**src/acs_consts.svh**
```systemverilog
// Purpose: Named constants for the conversion sequencer
// Assumes: 12-bit APB byte address, 32-bit data
// Notes:   Definitions only
`ifndef ACS_CONSTS_SVH
`define ACS_CONSTS_SVH
// Register byte addresses
`define ACS_ADDR_CTRL_A   12'h000
`define ACS_ADDR_CTRL_B   12'h004
`define ACS_ADDR_RES_HI   12'h008
`define ACS_ADDR_RES_LO   12'h00C
`define ACS_ADDR_IRQ      12'h010
// Control A fields
`define ACS_A_ON          0
`define ACS_A_GO          1
`define ACS_A_CHAN_LO     2
`define ACS_A_CHAN_HI     6
// Control B fields
`define ACS_B_PREF        0
`define ACS_B_NREF        1
`define ACS_B_CS_LO       4
`define ACS_B_CS_HI       6
`define ACS_B_RJUST       7
// Interrupt control fields
`define ACS_I_FLAG        0
`define ACS_I_IE          1
`define ACS_I_PIE         2
`define ACS_I_GLOBAL_EN   3
// Result layout
`define ACS_RES_MSB       9
`define ACS_RES_SPLIT     8
`define ACS_RES_LJ_LO     2
`define ACS_RES_LJ_LOW_HI 7
`define ACS_RES_LJ_LOW_LO 6
`define ACS_RES_LOW_HI    1
`define ACS_BYTE_HI       7
`define ACS_MSB_MASK      10'h200
// Clock select codes and half-period reload counts
`define ACS_CS_DIV2       3'h0
`define ACS_CS_DIV4       3'h4
`define ACS_CS_DIV8       3'h1
`define ACS_CS_DIV16      3'h5
`define ACS_CS_DIV32      3'h2
`define ACS_CS_DIV64      3'h6
`define ACS_CS_RC_BITS    2'h3
`define ACS_LIM_DIV2      6'h00
`define ACS_LIM_DIV4      6'h01
`define ACS_LIM_DIV8      6'h03
`define ACS_LIM_DIV16     6'h07
`define ACS_LIM_DIV32     6'h0F
`define ACS_LIM_DIV64     6'h1F
// Half-period milestones of one conversion (23 halves = 11.5 periods)
`define ACS_HALF_DISC     5'h01
`define ACS_HALF_FIRST    5'h03
`define ACS_HALF_LAST     5'h17
`endif

```
**src/acs_pkg.sv**
```systemverilog
// Purpose: Types shared by the conversion sequencer files
// Assumes: Constants come from acs_consts.svh
// Notes:   Whole state of each design module is one packed struct
package acs_pkg;
    typedef enum logic [0:0] {
        ACS_IDLE = 1'b0,
        ACS_BUSY = 1'b1
    } acs_phase_t;

    typedef struct packed {
        logic       pready;
        logic       pslverr;
        logic [31:0] prdata;
        logic       on;
        logic       go;
        logic [4:0] channel_select;
        logic       rjust;
        logic [2:0] csel;
        logic       pref;
        logic       nref;
        logic [9:0] result;
        logic       flag;
        logic       ie;
        logic       pie;
        logic       global_irq_enable;
        logic       irq;
        logic       wake;
        acs_phase_t phase;
        logic [4:0] hcnt;
        logic [9:0] trial;
        logic [9:0] mask;
        logic       cap_conn;
        logic [2:0] csync;
        logic       comp;
    } acs_state_t;

    typedef struct packed {
        logic [5:0] cnt;
        logic [2:0] sync;
        logic       rc_level;
        logic       tick;
    } acs_tad_state_t;
endpackage

```
**src/acs_sequencer.sv**
```systemverilog
// Purpose: APB-controlled sequencer for a 10-bit successive-approximation converter
// Assumes: Analog comparator and hold switch outside; i_comp_above asynchronous
// Notes:   One wait state on every APB access
// Function
// - Three-bit select picks system divide 2..64 or the RC oscillator
// - Bit period equals one conversion clock; conversion takes 11.5 periods
// - Divided clocks follow system clock rate; RC selection is independent
// - In Sleep only the RC selection advances a conversion
// - Software writing one to go starts the conversion sequence
// - Go reads one while converting and zero once finished
// - Flag with its own enable wakes from Sleep regardless of global enable
// - Right justified: top 2 bits high register, low 8 bits low register
// - Channel field routes the chosen input to the sample-and-hold
// - Reference fields pick pin or supply, pin or ground
`timescale 1ns/1ps
`include "acs_consts.svh"
module acs_sequencer (
    input  wire logic        i_clock,
    input  wire logic        i_rst_n,
    input  wire logic        i_psel,
    input  wire logic        i_penable,
    input  wire logic        i_pwrite,
    input  wire logic [11:0] i_paddr,
    input  wire logic [31:0] i_pwdata,
    output logic [31:0]      o_prdata,
    output logic             o_pready,
    output logic             o_pslverr,
    input  wire logic        i_sleep,
    input  wire logic        i_rc_osc,
    input  wire logic        i_comp_above,
    output logic             o_converter_on,
    output logic [4:0]       o_channel_select,
    output logic             o_pos_ref_select,
    output logic             o_neg_ref_select,
    output logic             o_hold_connect,
    output logic [9:0]       o_trial_code,
    output logic             o_conv_irq,
    output logic             o_wake
);
    import acs_pkg::*;

    acs_state_t s_reg;
    acs_state_t s_next;
    logic       tad_tick;
    logic       acc_first;
    logic       done;
    logic       wr_go;
    logic [31:0] rdata;
    logic       rerr;
    logic [9:0] decided;

    acs_tad_gen u_tad (
        .i_clock        (i_clock),
        .i_rst_n        (i_rst_n),
        .i_run          (s_reg.phase == ACS_BUSY),
        .i_sleep        (i_sleep),
        .i_clock_select (s_reg.csel),
        .i_rc_osc       (i_rc_osc),
        .o_half_tick    (tad_tick)
    );

    // Bus phase decode and end-of-conversion strobe
    assign acc_first = i_psel && i_penable && !s_reg.pready;
    assign done = (s_reg.phase == ACS_BUSY) && tad_tick && (s_reg.hcnt == `ACS_HALF_LAST - 5'h01);
    assign wr_go = i_psel && i_penable && s_reg.pready && i_pwrite
                   && (i_paddr == `ACS_ADDR_CTRL_A) && i_pwdata[`ACS_A_GO];

    // Read mux; result layout depends on justification
    always_comb begin
        rdata = '0;
        rerr  = 1'b0;
        unique case (i_paddr)
            `ACS_ADDR_CTRL_A: begin
                rdata[`ACS_A_ON] = s_reg.on;
                rdata[`ACS_A_GO] = s_reg.go;
                rdata[`ACS_A_CHAN_HI:`ACS_A_CHAN_LO] = s_reg.channel_select;
            end
            `ACS_ADDR_CTRL_B: begin
                rdata[`ACS_B_PREF] = s_reg.pref;
                rdata[`ACS_B_NREF] = s_reg.nref;
                rdata[`ACS_B_CS_HI:`ACS_B_CS_LO] = s_reg.csel;
                rdata[`ACS_B_RJUST] = s_reg.rjust;
            end
            `ACS_ADDR_RES_HI: begin
                if (s_reg.rjust) begin
                    rdata[`ACS_RES_LOW_HI:0] = s_reg.result[`ACS_RES_MSB:`ACS_RES_SPLIT];
                end else begin
                    rdata[`ACS_BYTE_HI:0] = s_reg.result[`ACS_RES_MSB:`ACS_RES_LJ_LO];
                end
            end
            `ACS_ADDR_RES_LO: begin
                if (s_reg.rjust) begin
                    rdata[`ACS_BYTE_HI:0] = s_reg.result[`ACS_BYTE_HI:0];
                end else begin
                    rdata[`ACS_RES_LJ_LOW_HI:`ACS_RES_LJ_LOW_LO] =
                        s_reg.result[`ACS_RES_LOW_HI:0];
                end
            end
            `ACS_ADDR_IRQ: begin
                rdata[`ACS_I_FLAG] = s_reg.flag;
                rdata[`ACS_I_IE]   = s_reg.ie;
                rdata[`ACS_I_PIE]  = s_reg.pie;
                rdata[`ACS_I_GLOBAL_EN] = s_reg.global_irq_enable;
            end
            default: rerr = 1'b1;
        endcase
    end

    // Next state: bus writes first, then conversion so its set wins
    always_comb begin
        s_next = s_reg;
        decided = '0;
        s_next.pready = 1'b0;
        s_next.pslverr = 1'b0;
        if (acc_first) begin
            s_next.pready  = 1'b1;
            s_next.pslverr = rerr;
            s_next.prdata  = i_pwrite ? 32'h0000_0000 : rdata;
        end
        if (i_psel && i_penable && s_reg.pready && i_pwrite) begin
            unique case (i_paddr)
                `ACS_ADDR_CTRL_A: begin
                    s_next.on  = i_pwdata[`ACS_A_ON];
                    s_next.channel_select = i_pwdata[`ACS_A_CHAN_HI:`ACS_A_CHAN_LO];
                    if (wr_go && s_next.on && s_reg.phase == ACS_IDLE) begin
                        s_next.go    = 1'b1;
                        s_next.phase = ACS_BUSY;
                        s_next.hcnt  = '0;
                    end else if (!i_pwdata[`ACS_A_GO] || !s_next.on) begin
                        // Clearing go or powering down abandons the conversion
                        s_next.go       = 1'b0;
                        s_next.phase    = ACS_IDLE;
                        s_next.cap_conn = 1'b1;
                    end
                end
                `ACS_ADDR_CTRL_B: begin
                    s_next.pref  = i_pwdata[`ACS_B_PREF];
                    s_next.nref  = i_pwdata[`ACS_B_NREF];
                    s_next.csel  = i_pwdata[`ACS_B_CS_HI:`ACS_B_CS_LO];
                    s_next.rjust = i_pwdata[`ACS_B_RJUST];
                end
                `ACS_ADDR_IRQ: begin
                    if (i_pwdata[`ACS_I_FLAG]) begin
                        s_next.flag = 1'b0;
                    end
                    s_next.ie  = i_pwdata[`ACS_I_IE];
                    s_next.pie = i_pwdata[`ACS_I_PIE];
                    s_next.global_irq_enable = i_pwdata[`ACS_I_GLOBAL_EN];
                end
                default: s_next.pslverr = 1'b0;
            endcase
        end
        // Comparator: three stages, level taken once stages two and three agree
        s_next.csync = {s_reg.csync[1:0], i_comp_above};
        if (s_reg.csync[2] == s_reg.csync[1]) begin
            s_next.comp = s_reg.csync[2];
        end
        // Successive approximation paced by half-period ticks
        if (s_reg.phase == ACS_BUSY && tad_tick) begin
            s_next.hcnt = s_reg.hcnt + 5'h01;
            if (s_next.hcnt == `ACS_HALF_DISC) begin
                s_next.cap_conn = 1'b0;
            end else if (s_next.hcnt == `ACS_HALF_FIRST) begin
                s_next.mask  = `ACS_MSB_MASK;
                s_next.trial = `ACS_MSB_MASK;
            end else if (s_next.hcnt[0] && s_next.hcnt > `ACS_HALF_FIRST) begin
                // Keep the trial bit only when the input is above the trial level
                decided = s_reg.comp ? s_reg.trial : (s_reg.trial & ~s_reg.mask);
                s_next.mask  = s_reg.mask >> 1;
                s_next.trial = decided | s_next.mask;
                if (s_next.hcnt == `ACS_HALF_LAST) begin
                    s_next.result   = decided;
                    s_next.go       = 1'b0;
                    s_next.flag     = 1'b1;
                    s_next.cap_conn = 1'b1;
                    s_next.phase    = ACS_IDLE;
                end
            end
        end
        // Idle keeps the capacitor on the input, even when an abort meets a tick
        if (s_next.phase == ACS_IDLE) begin
            s_next.cap_conn = 1'b1;
        end
        // Wake needs only the converter enable; vectoring needs all three
        s_next.irq  = s_next.flag && s_next.ie && s_next.pie && s_next.global_irq_enable;
        s_next.wake = s_next.flag && s_next.ie;
    end

    // State register; capacitor connected while idle
    always_ff @(posedge i_clock or negedge i_rst_n) begin
        if (!i_rst_n) begin
            s_reg <= '0;
            s_reg.cap_conn <= 1'b1;
        end else begin
            s_reg <= s_next;
        end
    end

    assign o_prdata         = s_reg.prdata;
    assign o_pready         = s_reg.pready;
    assign o_pslverr        = s_reg.pslverr;
    assign o_converter_on   = s_reg.on;
    assign o_channel_select = s_reg.channel_select;
    assign o_pos_ref_select = s_reg.pref;
    assign o_neg_ref_select = s_reg.nref;
    assign o_hold_connect   = s_reg.cap_conn;
    assign o_trial_code     = s_reg.trial;
    assign o_conv_irq       = s_reg.irq;
    assign o_wake           = s_reg.wake;
endmodule

```
**src/acs_tad_gen.sv**
```systemverilog
// Purpose: Half-period tick source for the conversion clock
// Assumes: RC oscillator arrives asynchronously on i_rc_osc
// Notes:   One tick per half conversion-clock period
`timescale 1ns/1ps
`include "acs_consts.svh"
module acs_tad_gen (
    input  wire logic       i_clock,
    input  wire logic       i_rst_n,
    input  wire logic       i_run,
    input  wire logic       i_sleep,
    input  wire logic [2:0] i_clock_select,
    input  wire logic       i_rc_osc,
    output logic            o_half_tick
);
    import acs_pkg::*;

    acs_tad_state_t s_reg;
    acs_tad_state_t s_next;
    logic [5:0]     limit;
    logic           use_rc;

    // Divider reload per select code
    always_comb begin
        use_rc = (i_clock_select[1:0] == `ACS_CS_RC_BITS);
        unique case (i_clock_select)
            `ACS_CS_DIV2:  limit = `ACS_LIM_DIV2;
            `ACS_CS_DIV4:  limit = `ACS_LIM_DIV4;
            `ACS_CS_DIV8:  limit = `ACS_LIM_DIV8;
            `ACS_CS_DIV16: limit = `ACS_LIM_DIV16;
            `ACS_CS_DIV32: limit = `ACS_LIM_DIV32;
            `ACS_CS_DIV64: limit = `ACS_LIM_DIV64;
            default:       limit = `ACS_LIM_DIV64;
        endcase
    end

    // Tick from divided system clock or from RC edges
    always_comb begin
        s_next = s_reg;
        s_next.tick = 1'b0;
        s_next.sync = {s_reg.sync[1:0], i_rc_osc};
        // RC level counts once second and third stage agree
        if (s_reg.sync[2] == s_reg.sync[1]) begin
            s_next.rc_level = s_reg.sync[2];
        end
        if (!i_run) begin
            s_next.cnt = '0;
        end else if (use_rc) begin
            s_next.cnt = '0;
            // Both RC edges are half periods; independent of system rate
            s_next.tick = (s_next.rc_level != s_reg.rc_level);
        end else if (i_sleep) begin
            s_next.cnt = '0;
        end else if (s_reg.cnt >= limit) begin
            // Counting system cycles makes the period track its rate
            s_next.cnt = '0;
            s_next.tick = 1'b1;
        end else begin
            s_next.cnt = s_reg.cnt + 6'h01;
        end
    end

    // State register
    always_ff @(posedge i_clock or negedge i_rst_n) begin
        if (!i_rst_n) begin
            s_reg <= '0;
        end else begin
            s_reg <= s_next;
        end
    end

    assign o_half_tick = s_reg.tick;
endmodule

```
**config.mk**
```make
export PLATFORM = sky130hd
export DESIGN_NAME = acs_sequencer
export DESIGN_NICKNAME = d
export VERILOG_FILES = /design/src/acs_pkg.sv /design/src/acs_sequencer.sv /design/src/acs_tad_gen.sv
export VERILOG_INCLUDE_DIRS = /design/src
export SDC_FILE = /design/constraint.sdc
export NUM_CORES = 1
export LEC_CHECK = 0
export BUFFER_PORTS_ARGS = -buffer_cell sky130_fd_sc_hd__buf_2
export CELL_PAD_IN_SITES_DETAIL_PLACEMENT = 2
export CELL_PAD_IN_SITES_GLOBAL_PLACEMENT = 2
export CORE_ASPECT_RATIO = 0.9
export CORE_UTILIZATION = 33
export CTS_CLUSTER_SIZE = 8
export DETAILED_ROUTE_END_ITERATION = 8
export GPL_TIMING_DRIVEN = 0
export PLACE_DENSITY = 0.82
export SLEW_MARGIN = 10
export SYNTH_ARGS = -nofsm -noshare
export SYNTH_HDL_FRONTEND = slang
export SYNTH_HIERARCHICAL = 1
export SYNTH_SLANG_ARGS = --single-unit
```
**constraint.sdc**
```tcl
create_clock -name i_clock -period 2.7 [get_ports i_clock]
set_input_delay 0.27 -clock i_clock [delete_from_list [all_inputs] [get_ports i_clock]]
set_output_delay 0.27 -clock i_clock [all_outputs]
set_load 0.05 [all_outputs]
```
==> results of run 1 <==
[logic make-up (layout without fill, tap and decap cells)]
group / Yosys count / count (layout) / synth area share, %
AOI/OAI and AO/OA: 100 / 100 / 17.4
buffers and inverters: 86 / 162 / 12.1
muxes: 21 / 21 / 5.18
other: 1 / 24 / 0.0848
adders and majority gates: 11 / 11 / 3.00
DFF: 81 / 81 / 45.9
xor gates and xnor gates: 9 / 9 / 1.78
and+or+nand+nor: 115 / 115 / 14.5
[per-stage QoR]
stage	hold WS (ns)	area [um^2]	total power [mW]	util [%]	setup WS, ns
after floorplan	-0.0256	4510	1.39	-	0.441
after global placement	0.333	5000	1.46	38.8	0.0859
after detailed placement	0.289	5020	1.47	39.0	0.0387
after CTS	0.00986	5360	2.85	41.6	0.0131
after global routing	0.0151	5370	2.90	41.7	0.0380
final	0.0267	5370	2.81	41.7	0.186
[per-layer routing]
layer  vias up  share of wire [%]
met5         -                  0
met4         0                2.2
met3        21                4.3
met2        90                 51
met1      1774                 43
li1       1640                  -
[power groups by stage]
stage | clock network, mW | logic (mW) | registers [mW]
after floorplan | 0 | 0.136 | 1.26
after global placement | 0 | 0.208 | 1.25
after detailed placement | 0 | 0.215 | 1.25
after CTS | 1.40 | 0.218 | 1.23
after global routing | 1.44 | 0.233 | 1.23
final | 1.36 | 0.217 | 1.23
[worst register-to-register path, stage by stage, from the launching register on]
cell and delay [ns]:
dfrtp_1 0.47, ha_1 0.30, and3_1 0.26, and4_1 0.22, a311oi_1 0.29, nand2_1 0.11, clkbuf_1 0.30, o41a_1 0.45
[timing repair]
item / CTS / global route
hold buffers: 1 / 0
endpoints found under the setup margin: 0 / 7
buffers inserted: 0 / 1
hold endpoints to repair: 39 / 0
[cells in the final DEF, fill, tap and decap left out, drive strengths merged, types with 7 or more instances in the layout]
cell      n
o21ai    32
nand2    35
nand3    12
xor2      7
nor2     23
nor3      8
mux2     15
a221o     9
dfrtp    80
ha        9
buf     112
clkbuf   22
a22o     10
conb     24
inv      21
and2      7
[Yosys cell counts (all sizes together) (3+ instances only)]
master	number
dfrtp	80
buf	53
nand2	35
o21ai	32
nor2	23
inv	21
mux2	15
clkbuf	12
nand3	12
a22o	10
a221o	9
ha	9
nor3	8
and2	7
xor2	7
mux2i	6
nor2b	6
a211oi	5
a31oi	5
a32o	5
nor4	4
o22ai	4
a21o	3
and3	3
o31ai	3
[cell type report]
cell class	instances	area (um^2)
plain buffers	65	457
clock buffers	10	239
clock inverters	6	91.3
fillers	1388	7510
inverters	21	78.8
multi-input cells	280	1940
flip-flops and latches	81	2030
well taps	164	205
repair buffers	60	325
[worst paths after layout]
check	slack, ns	from	to
max	0.19	s_reg[26]	o_trial_code[9]
min	0.03	i_rc_osc	u_tad/s_next[3]
max reg2reg	0.19	s_reg[26]	o_trial_code[9]
min reg2reg	0.36	u_tad/s_next[3]	u_tad/s_next[4]
max in group asynchronous	1.58	i_rst_n	o_hold_connect
min in group asynchronous	0.45	i_rst_n	o_channel_select[2]
==> impl_metrics.yaml, run 1 <==
status:
  status: "completed"
hold_path:
  whs_path_depth: 1
  hp-class: "in -> reg"
drt:
  wl_per_cell_um: 18.1
  first_pass_iters: 4
  drc: 0
  wirelength_um: 12500
  viasPerCell: 5.13
  antenna_left: 0
  vias: 3525
  drtIter0Drc: 179
setup_path:
  cp.arrival_ns: 2.74
  crit_fanout: 10
  critPathCaptureType: "register"
  crit_path_max_incr_delay_ns: 0.47
  slowest_stage: "dfrtp_1"
  path_cells: "ha_1 > and3_1 > and4_1 > a311oi_1 > nand2_1 > clkbuf_1 > o41a_1"
  worst_ep_required_time_ns: 2.93
  cp.depth: 7
  reg2regPathDepth: 7
  crit_buf_inv: 1
  criticalPathCategory: "reg -> reg"
  cp-start-kind: "register"
  cpLargestDelayFamily: "compound AO/OA/AOI/OAI gates"
timing:
  finalSetupTns_ns: 0
  drv_slew: 0
  rsz0062_at_grt: "no"
  post-route-period-util_pct: 93.1
  fin_crit_ns: 2.51
  final_hold_viol_count: 0
  timing.slew.headroom_pct: 53.7
  tightest_slew_ns: 0.694
  setup_viol: 0
  fin_worst_skew_ns: 0.00488
  fmax_mhz: 398
logic_synthesis:
  yosys.area.top_type_share_pct: 45.3
  ys.flop_type: "dfrtp_1"
  syn_area_per_cell_um2: 10.4
  ys_warn_count: 6
  synth_cell_types: 72
  yosysTopAreaCell: "dfrtp_1"
  synth-edff-count: 0
  ys_async_sr_fraction_pct: 100
  netlist_instances: 424
  ys_seq_area_share_pct: 45.9
  synth_seq_cells: 81
  synthTopCellsByArea: "dfrtp_1, buf_4, mux2_2, o21ai_0, nand2_1"
  synth_area_um2: 4420
cts:
  cts_resized: 0
  clk_latency_ns: 0.34
  cts_tree: "yes"
  cts_num_sinks: 81
  htreeDepth: 3
  clockRootBuffer: "clkbuf_16"
  clk_path_buf_depth: 2
  numCtsBuffers: 9
  cts.reportedPaths.clkPinSlew_ns: 0.06
job:
  cap_viol_max_count: 0
pwr:
  p_switching_uw: 687
  p_int_mw: 2.12
  clock_power_share_pct: 48.5
  pwr-share-seq_pct: 43.8
  p_comb_share_pct: 7.7
  p_leak_nw: 2.54
  vdd_drop_max_v: 0.000322
  switching_share_pct: 24.5
  p_per_area_nw_per_um2: 523
placed_design:
  io_buffers: 57
  dp.final_hpwl_um: 8980
  globalplace.congestion: 0.819
  place_inst: 669
floorplanning:
  dieWidth_um: 124
  start_util_pct: 34.3
  io_pins: 107
  core_um2: 12900
  rows: 39
  die_area_um2: 13900
  dieHeight_um: 112
grt:
  grt_pass1_vias: 3868
  grt_max_degree: 43
  antenna_found_initial: 0
  gr-usage-all-layers_pct: 19.3
  grt_pass1_wl_um: 20000
  grt_use_met2_pct: 33.1
  grt_util_met3_pct: 4.51
  busiest_layer: "met2"
  grtUsageMet1_pct: 23.2
  overflow: 0
layout:
  fin_cells: 687
  area_delta_synth_final_pct: 21.4
  largest_reg_flops: 37
  drive_above_1_share_pct: 30.8
  fin_nets: 579
  n_antenna_cell: 0
(Power assumes the default switching activity.)
==> inputs of run 2 (changes only) <==
--- a/config.mk
+++ b/config.mk
@@ -6,11 +6,12 @@
 export SDC_FILE = /design/constraint.sdc
 export NUM_CORES = 1
 export LEC_CHECK = 0
+export ABC_AREA = 1
 export BUFFER_PORTS_ARGS = -buffer_cell sky130_fd_sc_hd__buf_2
 export CELL_PAD_IN_SITES_DETAIL_PLACEMENT = 2
 export CELL_PAD_IN_SITES_GLOBAL_PLACEMENT = 2
 export CORE_ASPECT_RATIO = 0.9
-export CORE_UTILIZATION = 33
+export CORE_UTILIZATION = 30
 export CTS_CLUSTER_SIZE = 8
 export DETAILED_ROUTE_END_ITERATION = 8
 export GPL_TIMING_DRIVEN = 0
==> run 2 against run 1 <==
Sequential power about the same. Clock power barely moved. Maximum frequency up 22%. Sequential share of layout area down 1.1 points. Setup slack gained 0.45 ns. Critical endpoint is now o_trial_code[3]. Largest cell class unchanged.
==> impl_metrics.yaml, run 2 <==
grt:
  grt_util_met3_pct: 3.65
  grt_pass1_vias: 4604
  grt_max_degree: 61
  grt_use_met2_pct: 34.2
  overflow: 0
  grt_pass1_wl_um: 22800
  busiest_layer: "met2"
  gr-usage-all-layers_pct: 18.6
  antenna_found_initial: 0
  grtUsageMet1_pct: 21.9
drt:
  drc: 0
  wl_per_cell_um: 15.4
  antenna_left: 0
  viasPerCell: 4.63
  drtIter0Drc: 154
  vias: 4128
  wirelength_um: 13700
  first_pass_iters: 4
logic_synthesis:
  ys_top_cells_by_count: "nand2_1, dfrtp_1, inv_1"
  syn_area_per_cell_um2: 7.62
  synth_cell_types: 36
  synth-edff-count: 0
  yosys.area.top_type_share_pct: 44.2
  yosysMostFrequentCell: "nand2_1"
  ys_seq_area_share_pct: 44.8
  synth_seq_cells: 81
  netlist_instances: 594
  ys_warn_count: 6
  synthTopCellsByArea: "dfrtp_1, nand2_1, buf_4, nand3_1, inv_1"
  ys_async_sr_fraction_pct: 100
  yosysTopAreaCell: "dfrtp_1"
  ys.flop_type: "dfrtp_1"
  synth_area_um2: 4530
placed_design:
  globalplace.congestion: 0.834
  io_buffers: 58
  place_inst: 874
  post-place-ws_ns: 0.646
  dp.final_hpwl_um: 10300
floorplanning:
  start_util_pct: 30.8
  dieWidth_um: 132
  core_um2: 14700
  die_area_um2: 15600
  rows: 42
  dieHeight_um: 119
  io_pins: 107
timing:
  setup_viol: 0
  fmax_mhz: 485
  fin_ws_ns: 0.639
  final_hold_viol_count: 0
  fin_crit_ns: 2.06
  fin_worst_skew_ns: 0.00602
  post-route-period-util_pct: 76.3
  drv_slew: 0
  rsz0062_at_grt: "no"
  finalSetupTns_ns: 0
setup_path:
  criticalPathCategory: "reg -> reg"
  critPathCaptureType: "register"
  cp-start-kind: "register"
  crit_fanout: 10
  worst_ep_required_time_ns: 2.94
  cp.arrival_ns: 2.30
layout:
  fin_cells: 891
  final_common_cell: "nand2_1"
  fin_nets: 749
  area_delta_synth_final_pct: 22.0
  largest_reg_flops: 37
  drive_above_1_share_pct: 22.1
  n_antenna_cell: 0
  mostFrequentLayoutCells: "nand2_1, dfrtp_1, buf_2"
cts:
  clk_path_buf_depth: 2
  post_cts_buffers: 0
  cts.reportedPaths.clkPinSlew_ns: 0.06
  htreeDepth: 3
  cts_resized: 0
  numCtsBuffers: 9
  clockRootBuffer: "clkbuf_16"
  clk_latency_ns: 0.35
  cts_tree: "yes"
  cts_num_sinks: 81
  postCtsHoldBufs: 1
pwr:
  vdd_drop_max_v: 0.000277
  p_leak_nw: 3.10
  p_total_mw: 2.80
  p_per_area_nw_per_um2: 508
status:
  status: "completed"
hold_path:
  hp-class: "in -> reg"
job:
  cap_viol_max_count: 0
[run 2: cell types whose count changed after synthesis, moves of 9 or more]
cell and change:
a221o_1 -9, a22o_1 -10, buf_2 +9, clkbuf_1 -9
inv_1 +41, mux2_2 -12, nand2_1 +140, nand3_1 +47
nor2_1 +34
[run 2: path summary, 6_finish.rpt]
kind,start,end,slack [ns],depth (start not counted)
max,s_reg[25],o_trial_code[3],0.64,12
min,i_rc_osc,u_tad/s_next[3],0.03,1
max in group asynchronous,i_rst_n,o_hold_connect,1.70,3
min in group asynchronous,i_rst_n,u_tad/s_reg[7],0.36,2
min reg2reg,u_tad/s_next[3],u_tad/s_next[4],0.35,0
max reg2reg,s_reg[25],o_trial_code[3],0.64,12
[run 2: through the flow]
stage          area [um^2]  hold slack [ns]  util [%]
4_1_cts               5520           0.0131      37.5
6_report              5520           0.0255      37.5
5_1_grt               5520           0.0214      37.5
3_5_place_dp          5180            0.188      35.2
2_1_floorplan         4610          -0.0256         -
3_3_place_gp          5150            0.335      35.0
[run 2: area by class of cell]
class	count	area [um^2]
Multi-Input combinational cell	410	1920
Clock buffer	10	239
Buffer	60	422
Sequential cell	81	2030
Timing Repair Buffer	60	330
Tap cell	198	248
Clock inverter	6	91.3
Inverter	66	248
Fill cell	1755	9190
[run 2: cells by family after synthesis]
kind of cell,share of synthesized area [%]
xor gates and xnor gates,0.774
DFF,44.8
AOI/OAI and AO/OA,5.61
adders and majority gates,2.71
muxes,0.746
and+or+nand+nor,30.5
buffers and inverters,14.8
other,0.0828
[run 2: power breakdown]
group          internal, mW  switching [mW]  total, mW
clock                 0.839           0.536       1.37
combinational        0.0540           0.147      0.201
sequential             1.22         0.00548       1.23
[run 2: per-layer routing]
metal / part of all wire, % / vias to the layer above
met5: 0 / -
met4: 1.4 / 0
met3: 3.3 / 17
met2: 52 / 69
met1: 43 / 2056
li1: - / 1986
[run 2: critical path, cell delays in order, from the launching register on]
cell and delay, ns:
dfrtp_1 0.48, ha_1 0.29, inv_1 0.08, nand2_1 0.07, nand2_2 0.10, nand3_2 0.10, nor2_2 0.20, nor2_2 0.08
nand2_2 0.19, buf_6 0.18, nor2_1 0.05, nand3_1 0.07, nand2_1 0.06
==> inputs of run 3 (changes only) <==
==> constraint.sdc (replaced) <==
create_clock -name i_clock -period 2.13 [get_ports i_clock]
set_input_delay 0.213 -clock i_clock [delete_from_list [all_inputs] [get_ports i_clock]]
set_output_delay 0.213 -clock i_clock [all_outputs]
set_load 0.05 [all_outputs]
==> run 3 against run 2 <==
Non-clock buffer count grew 2. Critical path depth shrank 1. Highest routed layer unchanged. Hold slack gained 0.075 ns. Die area is the same. First-iteration DRC count shrank 3.2%. Sequential share of layout area shrank 0.27 points. Flip-flop and latch count is the same. Clock skew shrank 0.00054 ns. Count of clock-buffer cells in the layout is the same. Setup slack lost 0.49 ns.
==> impl_metrics.yaml, run 3 (synthesis gave the netlist of run 2 again) <==
status:
  status: "completed"
timing:
  fmax_mhz: 506
  setup_viol: 0
  post-route-period-util_pct: 92.8
  drv_slew: 0
  fin_worst_skew_ns: 0.00548
  rsz0062_at_grt: "no"
  finalSetupTns_ns: 0
  fin_crit_ns: 1.98
  final_hold_viol_count: 0
cts:
  cts_tree: "yes"
  cts_num_sinks: 81
  clk_latency_ns: 0.35
  clockRootBuffer: "clkbuf_16"
  clk_path_buf_depth: 2
  htreeDepth: 3
  numCtsBuffers: 9
  post_cts_buffers: 0
  cts.reportedPaths.clkPinSlew_ns: 0.06
job:
  cap_viol_max_count: 0
floorplanning:
  dieWidth_um: 132
  rows: 42
  die_area_um2: 15600
  start_util_pct: 30.8
  core_um2: 14700
  dieHeight_um: 119
  io_pins: 107
pwr:
  p_total_mw: 3.55
  vdd_drop_max_v: 0.000348
  p_leak_nw: 3.13
  p_per_area_nw_per_um2: 637
drt:
  viasPerCell: 4.63
  drtIter0Drc: 149
  first_pass_iters: 4
  wirelength_um: 13700
  wl_per_cell_um: 15.3
  drc: 0
  antenna_left: 0
  vias: 4135
layout:
  mostFrequentLayoutCells: "nand2_1, dfrtp_1, buf_2"
  fillers: 1752
  drive_above_1_share_pct: 22.4
  area_delta_synth_final_pct: 23.0
  final_common_cell: "nand2_1"
  largest_reg_flops: 37
  fin_util_pct: 37.9
  n_antenna_cell: 0
  fin_nets: 751
setup_path:
  worst_ep_required_time_ns: 2.34
  crit_fanout: 10
  cp.arrival_ns: 2.19
  critPathCaptureType: "register"
  slowest_stage: "dfrtp_2"
  crit_path_max_incr_delay_ns: 0.45
  path_cells: "ha_2 > inv_1 > nand2_1 > nand2_2 > nand3_2 > nor2_4 > nor2_2 > nand3_2 > clkbuf_4 > nand2_1 > o21ai_0"
  criticalPathCategory: "reg -> reg"
  cp-start-kind: "register"
  rrSetupSlack_ns: 0.15
placed_design:
  io_buffers: 58
  dp.final_hpwl_um: 10300
  globalplace.congestion: 0.834
grt:
  gr-usage-all-layers_pct: 18.6
  grt_max_degree: 61
  grt_pass1_vias: 4605
  antenna_found_initial: 0
  overflow: 0
  grt_pass1_wl_um: 22800
hold_path:
  hp-class: "in -> reg"
run 3: layout make-up:
class                           instances  area, um^2  share of cell area [%]
Sequential cell                        81        2030                    36.5
Inverter                               66         248                    4.45
Clock inverter                          6        91.3                    1.64
Timing Repair Buffer                   62         350                    6.29
Multi-Input combinational cell        410        1930                    34.7
Clock buffer                           10         239                    4.29
Buffer                                 60         429                    7.70
Tap cell                              198         248                    4.45
run 3: report_power, final:
group	switching (mW)	internal (mW)
Combinational	0.187	0.0708
Sequential	0.00694	1.55
Clock	0.671	1.06
run 3: worst max-delay path, delay by kind of cell (launching register included):
kind,cells,cell delay (ns)
adder cells (fa/ha/maj),1,0.24
AND/OR/NAND/NOR,7,0.78
AO/OA/AOI/OAI,1,0.09
buffers and inverters,2,0.28
flip-flops,1,0.45
run 3: worst paths after layout:
check	from	to	cells past startpoint
worst min register to register	u_tad/s_next[3]	u_tad/s_next[4]	0
max in group asynchronous	i_rst_n	o_hold_connect	3
worst max register to register	s_reg[25]	s_reg[40]	11
min in group asynchronous	i_rst_n	u_tad/s_reg[7]	2
worst min-delay path	i_pwdata[3]	o_channel_select[1]	3
worst max-delay path	s_reg[25]	s_reg[40]	11
run 3: metal layers:
layer | wire [um] | GRT usage (%) | up-vias
met5 | 0 | 0 | -
li1 | - | - | 1992
met3 | 447 | 3.65 | 14
met2 | 7060 | 34.2 | 70
met1 | 5980 | 21.9 | 2059
met4 | 180 | 5.38 | 0
run 3: per-stage QoR:
stage          worst slack, ns  cells  area [um^2]  hold WS (ns)
2_1_floorplan            0.421    617         4610       -0.0826
3_3_place_gp             0.171    873         5150         0.323
3_5_place_dp            0.0760    874         5180         0.131
4_1_cts                 0.0436    893         5540        0.0905
5_1_grt                0.00915    893         5570         0.111
6_report                 0.153    893         5570         0.101
run 3: what timing repair did:
item | CTS | global route
hold buffers | 3 | 0
setup endpoints to repair | 0 | 28
resized for setup | 0 | 9
endpoints found under the hold margin | 23 | 0
